`config.mk`:
```
export PLATFORM = sky130hd
export DESIGN_NAME = ledi2c_top
export DESIGN_NICKNAME = d
export VERILOG_FILES = /design/src/hdl/ledi2c_pkg.sv /design/src/hdl/ledi2c_top.sv /design/src/hdl/ledi2c_sync.sv /design/src/hdl/ledi2c_regs.sv
export VERILOG_INCLUDE_DIRS = /design/src /design/src/hdl
export SDC_FILE = /design/constraint.sdc
export NUM_CORES = 1
export LEC_CHECK = 0
export BUFFER_PORTS_ARGS = -buffer_cell sky130_fd_sc_hd__buf_2
export CAP_MARGIN = 20
export CORE_AREA = 10 10 104 106
export CTS_BUF_LIST = sky130_fd_sc_hd__clkbuf_8
export CTS_CLUSTER_DIAMETER = 150
export DETAILED_ROUTE_END_ITERATION = 8
export DIE_AREA = 0 0 114 116
export PLACE_DENSITY = 0.56
export SLEW_MARGIN = 10
export SYNTH_ARGS = -nofsm -noshare
export SYNTH_HDL_FRONTEND = slang
export SYNTH_SLANG_ARGS = --single-unit
```
`constraint.sdc`:
```
create_clock -name clk_i -period 2.1 [get_ports clk_i]
set_input_delay 0.42 -clock clk_i [delete_from_list [all_inputs] [get_ports clk_i]]
set_output_delay 0.42 -clock clk_i [all_outputs]
set_load 0.05 [all_outputs]
```
`src/hdl/ledi2c_params.svh`:
```
// Register map, field positions and reset values of the LED driver serial port.
// Included by the top, synchroniser and register files; definitions only.
`ifndef LEDI2C_PARAMS_SVH
`define LEDI2C_PARAMS_SVH

`define LEDI2C_DEV_ADDR 7'h36
`define LEDI2C_OFS_GENERAL_CONTROL 8'h10
`define LEDI2C_OFS_GENERAL_IO 8'h80
`define LEDI2C_OFS_PRIMARY_BRIGHTNESS 8'ha0
`define LEDI2C_OFS_SECONDARY_BRIGHTNESS 8'hb0
`define LEDI2C_RST_GENERAL_CONTROL 8'hc0
`define LEDI2C_RST_GENERAL_IO 8'hf8
`define LEDI2C_RST_PRIMARY_BRIGHTNESS 8'he0
`define LEDI2C_RST_SECONDARY_BRIGHTNESS 8'he0
`define LEDI2C_GC_WMASK 8'h3f
`define LEDI2C_GC_FIXED_ONES 8'hc0
`define LEDI2C_BIT_PRIMARY_SINK_ENABLE 0
`define LEDI2C_BIT_SECONDARY_SINK_ENABLE 1
`define LEDI2C_BIT_SHARED_BRIGHTNESS_SELECT 2
`define LEDI2C_BIT_RAMP_RATE_LOW 3
`define LEDI2C_BIT_RAMP_RATE_HIGH 4
`define LEDI2C_BIT_DISPLAY_BIAS_MODE 5
`define LEDI2C_BRIGHT_MSB 4
`define LEDI2C_SYNC_STAGES 2

`endif

```
`src/hdl/ledi2c_pkg.sv`:
```
// Types shared by the LED driver serial port.
// Takes no numbers from ledi2c_params.svh.
package ledi2c_pkg;
    typedef enum logic [2:0] {
        ST_IDLE,
        ST_ADDR,
        ST_REG,
        ST_DATA,
        ST_READ,
        ST_ACK,
        ST_RACK
    } ledi2c_state_t;
endpackage

```
`src/hdl/ledi2c_top.sv`:
```
// Target-side two-wire serial port of a dual-sink LED boost converter.
// Assumes an external controller drives the serial clock and pull-ups on both lines.
`timescale 1ns/100ps
`include "ledi2c_params.svh"
module ledi2c_top (
    // Clock and reset
    input wire logic clk_i,
    input wire logic rstn_i,
    // Serial bus pins
    input wire logic scl_i,
    input wire logic sda_i,
    output logic sda_o,
    output logic sda_oe_n_o,
    // Bus status
    output logic bus_busy_o,
    // Converter controls
    output logic primary_sink_enable_o,
    output logic secondary_sink_enable_o,
    output logic shared_brightness_select_o,
    output logic [1:0] ramp_rate_o,
    output logic display_bias_mode_o,
    output logic [4:0] primary_current_o,
    output logic [4:0] secondary_current_o,
    output logic [7:0] general_io_o
);
    logic [1:0] pins_sync;
    logic scl_s;
    logic sda_s;
    logic scl_d_ff;
    logic sda_d_ff;
    ledi2c_pkg::ledi2c_state_t state_ff;
    ledi2c_pkg::ledi2c_state_t nxt_state;
    logic [3:0] bit_ff;
    logic [3:0] nxt_bit;
    logic [7:0] shift_ff;
    logic [7:0] nxt_shift;
    logic [7:0] raddr_ff;
    logic [7:0] nxt_raddr;
    logic [1:0] phase_ff;
    logic [1:0] nxt_phase;
    logic pull_ff;
    logic nxt_pull;
    logic busy_ff;
    logic nxt_busy;
    logic wr_ff;
    logic nxt_wr;
    logic [7:0] wdata_ff;
    logic [7:0] nxt_wdata;
    logic [7:0] rdata;
    logic [7:0] gc;
    logic [7:0] pb;
    logic [7:0] sb;
    logic start_det;
    logic stop_det;
    logic scl_rise;
    logic scl_fall;

    ledi2c_sync u_sync (
        .clk_i(clk_i),
        .rstn_i(rstn_i),
        .pin_i({scl_i, sda_i}),
        .sync_o(pins_sync)
    );

    ledi2c_regs u_regs (
        .clk_i(clk_i),
        .rstn_i(rstn_i),
        .wr_i(wr_ff),
        .addr_i(raddr_ff),
        .wdata_i(wdata_ff),
        .rdata_o(rdata),
        .general_control_o(gc),
        .general_io_o(general_io_o),
        .primary_brightness_o(pb),
        .secondary_brightness_o(sb)
    );

    assign scl_s = pins_sync[1];
    assign sda_s = pins_sync[0];
    assign start_det = scl_s && scl_d_ff && sda_d_ff && !sda_s;
    assign stop_det = scl_s && scl_d_ff && !sda_d_ff && sda_s;
    assign scl_rise = scl_s && !scl_d_ff;
    assign scl_fall = !scl_s && scl_d_ff;

    // phase: 0 expects device address, 1 register offset, 2 data bytes
    always_comb
    begin
        nxt_state = state_ff;
        nxt_bit = bit_ff;
        nxt_shift = shift_ff;
        nxt_raddr = raddr_ff;
        nxt_phase = phase_ff;
        nxt_pull = pull_ff;
        nxt_busy = busy_ff;
        nxt_wr = 1'b0;
        nxt_wdata = wdata_ff;
        if (stop_det)
        begin
            nxt_busy = 1'b0;
            nxt_state = ledi2c_pkg::ST_IDLE;
            nxt_pull = 1'b0;
        end
        else if (start_det)
        begin
            // A repeated start restarts address reception
            nxt_busy = 1'b1;
            nxt_state = ledi2c_pkg::ST_ADDR;
            nxt_phase = 2'd0;
            nxt_bit = 4'd0;
            nxt_pull = 1'b0;
        end
        else
        begin
            case (state_ff)
                ledi2c_pkg::ST_IDLE:
                begin
                    nxt_pull = 1'b0;
                end
                ledi2c_pkg::ST_ADDR, ledi2c_pkg::ST_REG, ledi2c_pkg::ST_DATA:
                begin
                    // Sample on the rising clock edge, when data is steady
                    if (scl_rise)
                    begin
                        nxt_shift = {shift_ff[6:0], sda_s};
                        nxt_bit = bit_ff + 4'd1;
                    end
                    else if (scl_fall && bit_ff == 4'd8)
                    begin
                        nxt_bit = 4'd0;
                        nxt_state = ledi2c_pkg::ST_ACK;
                        if (state_ff == ledi2c_pkg::ST_ADDR)
                        begin
                            // Foreign address: stay silent until the next start
                            if (shift_ff[7:1] == `LEDI2C_DEV_ADDR)
                            begin
                                nxt_pull = 1'b1;
                                nxt_phase = shift_ff[0] ? 2'd3 : 2'd1;
                            end
                            else
                            begin
                                nxt_state = ledi2c_pkg::ST_IDLE;
                            end
                        end
                        else if (state_ff == ledi2c_pkg::ST_REG)
                        begin
                            nxt_raddr = shift_ff;
                            nxt_pull = 1'b1;
                            nxt_phase = 2'd2;
                        end
                        else
                        begin
                            nxt_wdata = shift_ff;
                            nxt_wr = 1'b1;
                            nxt_pull = 1'b1;
                            nxt_phase = 2'd2;
                        end
                    end
                end
                ledi2c_pkg::ST_ACK:
                begin
                    // Release, or drive the first read bit, after the ninth pulse ends, while the clock is low
                    if (scl_fall)
                    begin
                        nxt_bit = 4'd0;
                        if (phase_ff == 2'd3)
                        begin
                            nxt_state = ledi2c_pkg::ST_READ;
                            nxt_shift = rdata;
                            nxt_pull = !rdata[7];
                        end
                        else
                        begin
                            nxt_pull = 1'b0;
                            nxt_state = (phase_ff == 2'd1) ? ledi2c_pkg::ST_REG : ledi2c_pkg::ST_DATA;
                        end
                    end
                end
                ledi2c_pkg::ST_READ:
                begin
                    if (scl_fall)
                    begin
                        nxt_bit = bit_ff + 4'd1;
                        if (bit_ff == 4'd7)
                        begin
                            nxt_pull = 1'b0;
                            nxt_state = ledi2c_pkg::ST_RACK;
                        end
                        else
                        begin
                            nxt_shift = {shift_ff[6:0], 1'b0};
                            nxt_pull = !shift_ff[6];
                        end
                    end
                end
                ledi2c_pkg::ST_RACK:
                begin
                    // Controller acknowledge continues the read; no acknowledge ends it
                    if (scl_rise)
                    begin
                        nxt_state = sda_s ? ledi2c_pkg::ST_IDLE : ledi2c_pkg::ST_ACK;
                        nxt_phase = 2'd3;
                    end
                end
                default:
                begin
                    nxt_state = ledi2c_pkg::ST_IDLE;
                end
            endcase
        end
    end

    always_ff @(posedge clk_i)
    begin
        if (!rstn_i)
        begin
            scl_d_ff <= 1'b1;
            sda_d_ff <= 1'b1;
            state_ff <= ledi2c_pkg::ST_IDLE;
            bit_ff <= 4'h0;
            shift_ff <= 8'h00;
            raddr_ff <= 8'h00;
            phase_ff <= 2'h0;
            pull_ff <= 1'b0;
            busy_ff <= 1'b0;
            wr_ff <= 1'b0;
            wdata_ff <= 8'h00;
        end
        else
        begin
            scl_d_ff <= scl_s;
            sda_d_ff <= sda_s;
            state_ff <= nxt_state;
            bit_ff <= nxt_bit;
            shift_ff <= nxt_shift;
            raddr_ff <= nxt_raddr;
            phase_ff <= nxt_phase;
            pull_ff <= nxt_pull;
            busy_ff <= nxt_busy;
            wr_ff <= nxt_wr;
            wdata_ff <= nxt_wdata;
        end
    end

    // Open drain: only ever pulls low, never forms start or stop itself
    assign sda_o = 1'b0;
    assign sda_oe_n_o = !pull_ff;
    assign bus_busy_o = busy_ff;

    assign primary_sink_enable_o = gc[`LEDI2C_BIT_PRIMARY_SINK_ENABLE];
    assign secondary_sink_enable_o = gc[`LEDI2C_BIT_SECONDARY_SINK_ENABLE];
    assign shared_brightness_select_o = gc[`LEDI2C_BIT_SHARED_BRIGHTNESS_SELECT];
    assign ramp_rate_o = {gc[`LEDI2C_BIT_RAMP_RATE_HIGH], gc[`LEDI2C_BIT_RAMP_RATE_LOW]};
    assign display_bias_mode_o = gc[`LEDI2C_BIT_DISPLAY_BIAS_MODE];
    assign primary_current_o = pb[`LEDI2C_BRIGHT_MSB:0];
    assign secondary_current_o = shared_brightness_select_o ? pb[`LEDI2C_BRIGHT_MSB:0]
                                                             : sb[`LEDI2C_BRIGHT_MSB:0];
endmodule

```
`src/hdl/ledi2c_sync.sv`:
```
// Two-flop synchronisers for the serial clock and data pins.
// Assumes asynchronous pin levels; resets to the idle-high bus level.
`timescale 1ns/100ps
`include "ledi2c_params.svh"
module ledi2c_sync (
    // Clock and reset
    input wire logic clk_i,
    input wire logic rstn_i,
    // Raw pins
    input wire logic [1:0] pin_i,
    // Synchronised levels
    output logic [1:0] sync_o
);
    logic [1:0] meta_ff;
    logic [1:0] sync_ff;
    logic [1:0] nxt_meta;
    logic [1:0] nxt_sync;

    genvar g;
    generate
        for (g = 0; g < 2; g = g + 1)
        begin : gen_bit
            always_comb
            begin
                nxt_meta[g] = pin_i[g];
                nxt_sync[g] = meta_ff[g];
            end
        end
    endgenerate

    always_ff @(posedge clk_i)
    begin
        if (!rstn_i)
        begin
            meta_ff <= 2'h3;
            sync_ff <= 2'h3;
        end
        else
        begin
            meta_ff <= nxt_meta;
            sync_ff <= nxt_sync;
        end
    end

    assign sync_o = sync_ff;
endmodule

```
`src/hdl/ledi2c_regs.sv`:
```
// Four 8-bit configuration registers with power-on defaults.
// Assumes one write strobe per stored byte from the serial engine.
`timescale 1ns/100ps
`include "ledi2c_params.svh"
module ledi2c_regs (
    // Clock and reset
    input wire logic clk_i,
    input wire logic rstn_i,
    // Write and read port
    input wire logic wr_i,
    input wire logic [7:0] addr_i,
    input wire logic [7:0] wdata_i,
    output logic [7:0] rdata_o,
    // Register contents
    output logic [7:0] general_control_o,
    output logic [7:0] general_io_o,
    output logic [7:0] primary_brightness_o,
    output logic [7:0] secondary_brightness_o
);
    logic [7:0] gc_ff;
    logic [7:0] gio_ff;
    logic [7:0] pb_ff;
    logic [7:0] sb_ff;
    logic [7:0] rd_ff;
    logic [7:0] nxt_gc;
    logic [7:0] nxt_gio;
    logic [7:0] nxt_pb;
    logic [7:0] nxt_sb;
    logic [7:0] nxt_rd;

    always_comb
    begin
        nxt_gc = gc_ff;
        nxt_gio = gio_ff;
        nxt_pb = pb_ff;
        nxt_sb = sb_ff;
        // Unknown offsets store nothing
        if (wr_i)
        begin
            if (addr_i == `LEDI2C_OFS_GENERAL_CONTROL)
                nxt_gc = (wdata_i & `LEDI2C_GC_WMASK) | `LEDI2C_GC_FIXED_ONES;
            else if (addr_i == `LEDI2C_OFS_GENERAL_IO)
                nxt_gio = wdata_i;
            else if (addr_i == `LEDI2C_OFS_PRIMARY_BRIGHTNESS)
                nxt_pb = wdata_i;
            else if (addr_i == `LEDI2C_OFS_SECONDARY_BRIGHTNESS)
                nxt_sb = wdata_i;
        end
        if (addr_i == `LEDI2C_OFS_GENERAL_CONTROL)
            nxt_rd = gc_ff;
        else if (addr_i == `LEDI2C_OFS_GENERAL_IO)
            nxt_rd = gio_ff;
        else if (addr_i == `LEDI2C_OFS_PRIMARY_BRIGHTNESS)
            nxt_rd = pb_ff;
        else if (addr_i == `LEDI2C_OFS_SECONDARY_BRIGHTNESS)
            nxt_rd = sb_ff;
        else
            nxt_rd = 8'h00;
    end

    always_ff @(posedge clk_i)
    begin
        if (!rstn_i)
        begin
            gc_ff <= `LEDI2C_RST_GENERAL_CONTROL;
            gio_ff <= `LEDI2C_RST_GENERAL_IO;
            pb_ff <= `LEDI2C_RST_PRIMARY_BRIGHTNESS;
            sb_ff <= `LEDI2C_RST_SECONDARY_BRIGHTNESS;
            rd_ff <= 8'h00;
        end
        else
        begin
            gc_ff <= nxt_gc;
            gio_ff <= nxt_gio;
            pb_ff <= nxt_pb;
            sb_ff <= nxt_sb;
            rd_ff <= nxt_rd;
        end
    end

    assign rdata_o = rd_ff;
    assign general_control_o = gc_ff;
    assign general_io_o = gio_ff;
    assign primary_brightness_o = pb_ff;
    assign secondary_brightness_o = sb_ff;
endmodule

```
==> flow_summary_export.csv <==
group,metric,value,unit
status,outcome,"finished clean",
synthesis,synth_enable_flop_cells,0,
critical_path,crit_fanout,8,
layout,fin_nets,431,
sta,relSlewSlack,57.1,%
grt,grt_overflow,0,
power_and_ir_drop,p_switching,625,uW
sta,tns,0,ns
sta,min_period,1.90,ns
synthesis,synth.net_count,405,
critical_path,worstSetupEndpointType,"output pin",
clock_network,clk_latency,0.34,ns
die,rows,34,
die,die_w,114,microns
synthesis,syn_inst,399,
critical_path,worst-path-buf-inv,1,
detailed_routing,drt_iter0_drc,134,
layout,layout_commonest_cell,"dfxtp_1",
sta,setup_viol,0,
detailed_routing,drt-pass1-iter-count,5,
detailed_routing,wl_per_cell,15.5,microns
layout,fin_util,47.1,%
power_and_ir_drop,p_clk_share,37.1,%
placement,io_buffers,29,
clock_network,path_clk_slew,0.08,ns
placement,gp_congestion,0.870,
synthesis,yosys-top-cells-area,"dfxtp_1 44%, mux2i_1 15%, nor2_1 6.3%",
die,dieArea,13200,sq um
synthesis,ys.warnings.count,0,
synthesis,async_flop_share,0,%
critical_path,worstPathArrival,1.48,ns
sta,rsz0062_at_grt,"false",
critical_path,max_stage_delay,0.55,ns
power_and_ir_drop,internal_power,1.98,mW
layout,syn2layout_area_growth,11.5,%
grt,grt_max_degree,53,
layout,layout_common_cells,"80 x dfxtp_1, 62 x nor2_1, 56 x mux2i_1",
detailed_routing,viasPerCell,5.34,
detailed_routing,final_antenna_net_count,0,
power_and_ir_drop,p_leak,1.87,nW
die,chipHeight,116,microns
synthesis,syn_avg_cell_area,9.20,sq um
grt,grt_pass1_vias,2839,
die,ios,31,
layout,layout-drive-gt1-share,17.5,%
synthesis,yosys_most_used_dff,"dfxtp_1",
critical_path,cp_top_family,"flip-flops",
power_and_ir_drop,power_density,636,nW/um^2
detailed_routing,drc,0,
synthesis,syn_area,3670,sq um
synthesis,yosys_register_bits,80,
clock_network,cts_made_buffers,9,
critical_path,crit_type,"register to output pin",
detailed_routing,finalWirelength,8340,microns
clock_network,root_buffer,"clkbuf_8",
layout,nFillCells,876,
synthesis,ys_seq_area_share,43.6,%
clock_network,htreeDepth,3,
synthesis,synth_cell_types,53,
placement,hpwl,5960,microns
grt,grt_pass1_wl,14100,microns
synthesis,synth_top_area_share,43.6,%
grt,antenna_found_initial,0,
power_and_ir_drop,ir_drop,0.300,mV
clock_network,cts_tree,"built",
sta,worstMarginPinSlew,0.637,ns
clock_network,cts_setup_buffers,0,
clock_network,cts.sinks,80,
die,start_util,42.3,%
min_path,hp-class,"primary input to register",
critical_path,critical_path_required,1.68,ns
grt,grt_usage,13.0,%
sta,fin_crit_sh,90.7,%
sta,fmax,525,MHz
layout,insertedDiodeCount,0,
sta,finalMaxSlewViolations,0,
detailed_routing,dr_total_vias,2870,
synthesis,synth_top_area_cell,"dfxtp_1",
critical_path,crit_slowest_cell,"dfxtp_1",
clock_network,cts_buffer_depth,2,
critical_path,crit_chain,"mux2_2 -> buf_2",
sta,fin_skew,0.00884,ns
power_and_ir_drop,total_power,2.60,mW
power_and_ir_drop,swShare,24.0,%
critical_path,worst_setup_path_start_kind,"register",
sta,final-hold-violation-count,0,
power_and_ir_drop,power_frac_seq,59.0,%
power_and_ir_drop,combPwrFrac,3.9,%
flow_run,drv_cap,0,
die,core_area,8680,sq um
==> sequential cells by signal, summed over array words and instances, names as in the netlist, 3 cells and up <==
signal	count
raddr_ff	8
shift_ff	8
u_regs.general_io_o	8
u_regs.primary_brightness_o	8
u_regs.rdata_o	8
u_regs.secondary_brightness_o	8
wdata_ff	8
u_regs.general_control_o	6
bit_ff	4
state_ff	3
==> synth_stat cells, types with 2 or more instances <==
library cell / count
nand2_1: 40
a32oi_1: 2
a2bb2oi_1: 2
o21ai_0: 17
and3_1: 4
o22ai_1: 2
nand2b_1: 12
a22oi_1: 8
o31ai_1: 2
mux2_2: 7
nand4b_1: 3
a311oi_1: 10
clkbuf_1: 14
buf_2: 3
dfxtp_1: 80
buf_1: 2
nor3_1: 3
a21oi_1: 8
mux2i_1: 56
nor2b_1: 4
buf_4: 8
a211oi_1: 3
ha_1: 2
nand3_1: 9
or3_1: 2
inv_1: 8
nor2_1: 62
==> metal layers <==
metal,GRT usage (%),vias up,share of wire (%)
met5,0,-,0
met4,5.01,0,0.91
met3,2.58,5,3.0
met2,20.7,39,46
met1,16.9,1379,50
li1,-,1447,-
==> power by group through the flow <==
stage               Clock [mW]  Combinational, mW  Sequential (mW)
global placement             0              0.102             1.57
detailed placement           0              0.102             1.57
CTS                       1.00              0.102             1.54
finish                   0.964              0.101             1.54
global route              1.07              0.112             1.54
floorplan                    0             0.0707             1.57
==> per-stage QoR <==
stage	hold WS (ns)	worst slack (ns)	cell area [sq um]	std cells
after floorplan	0.386	0.292	3670	399
after global placement	0.391	0.173	3930	522
after detailed placement	0.391	0.130	3930	522
after CTS	0.238	0.0805	4090	537
after global routing	0.240	0.0102	4090	537
final	0.252	0.195	4090	537
==> cell type report <==
cell class              instances  area [sq um]  area share, %
clock buffers                   9           124           3.03
repair buffers                 42           255           6.24
well taps                     108           135           3.30
flip-flops and latches         80          1600           39.2
multi-input cells             283          1900           46.6
clock inverters                 6          36.3          0.887
inverters                       9          33.8          0.826
==> final timing paths <==
| path | start | endpoint | slack [ns] | cells after the start |
|---|---|---|---|---|
| hold / removal | scl_i | u_sync.meta_ff[1] | 0.25 | 2 |
| hold reg to reg | u_sync.meta_ff[0] | u_sync.sync_o[0] | 0.41 | 1 |
| setup reg to reg | bit_ff[0] | raddr_ff[6] | 0.24 | 7 |
| setup / recovery | u_regs.general_control_o[2] | secondary_current_o[2] | 0.20 | 2 |
==> timing repair <==
action | CTS | global route
hold buffers | 0 | 0
setup endpoints to repair | 0 | 8
hold endpoints to repair | 0 | 0
gates resized for setup | 0 | 1
==> worst reg2reg max path: cells and delay by family (launching register included) <==
family                   cells  cell delay [ns]
AND/OR/NAND/NOR              4             0.95
flip-flops                   1             0.34
adder cells (fa/ha/maj)      1             0.18
multiplexers                 1             0.18
buffers and inverters        1             0.09
==> cell families after synthesis <==
family | after synthesis | synth area share, %
xor gates and xnor gates | 1 | 0.239
muxes | 63 | 17.4
DFF | 80 | 43.6
and+or+nand+nor | 153 | 21.0
adders and majority gates | 2 | 0.682
AOI/OAI and AO/OA | 63 | 12.3
buffers and inverters | 36 | 4.60
other | 1 | 0.102
Note: power is estimated with default switching activity, not from simulation.
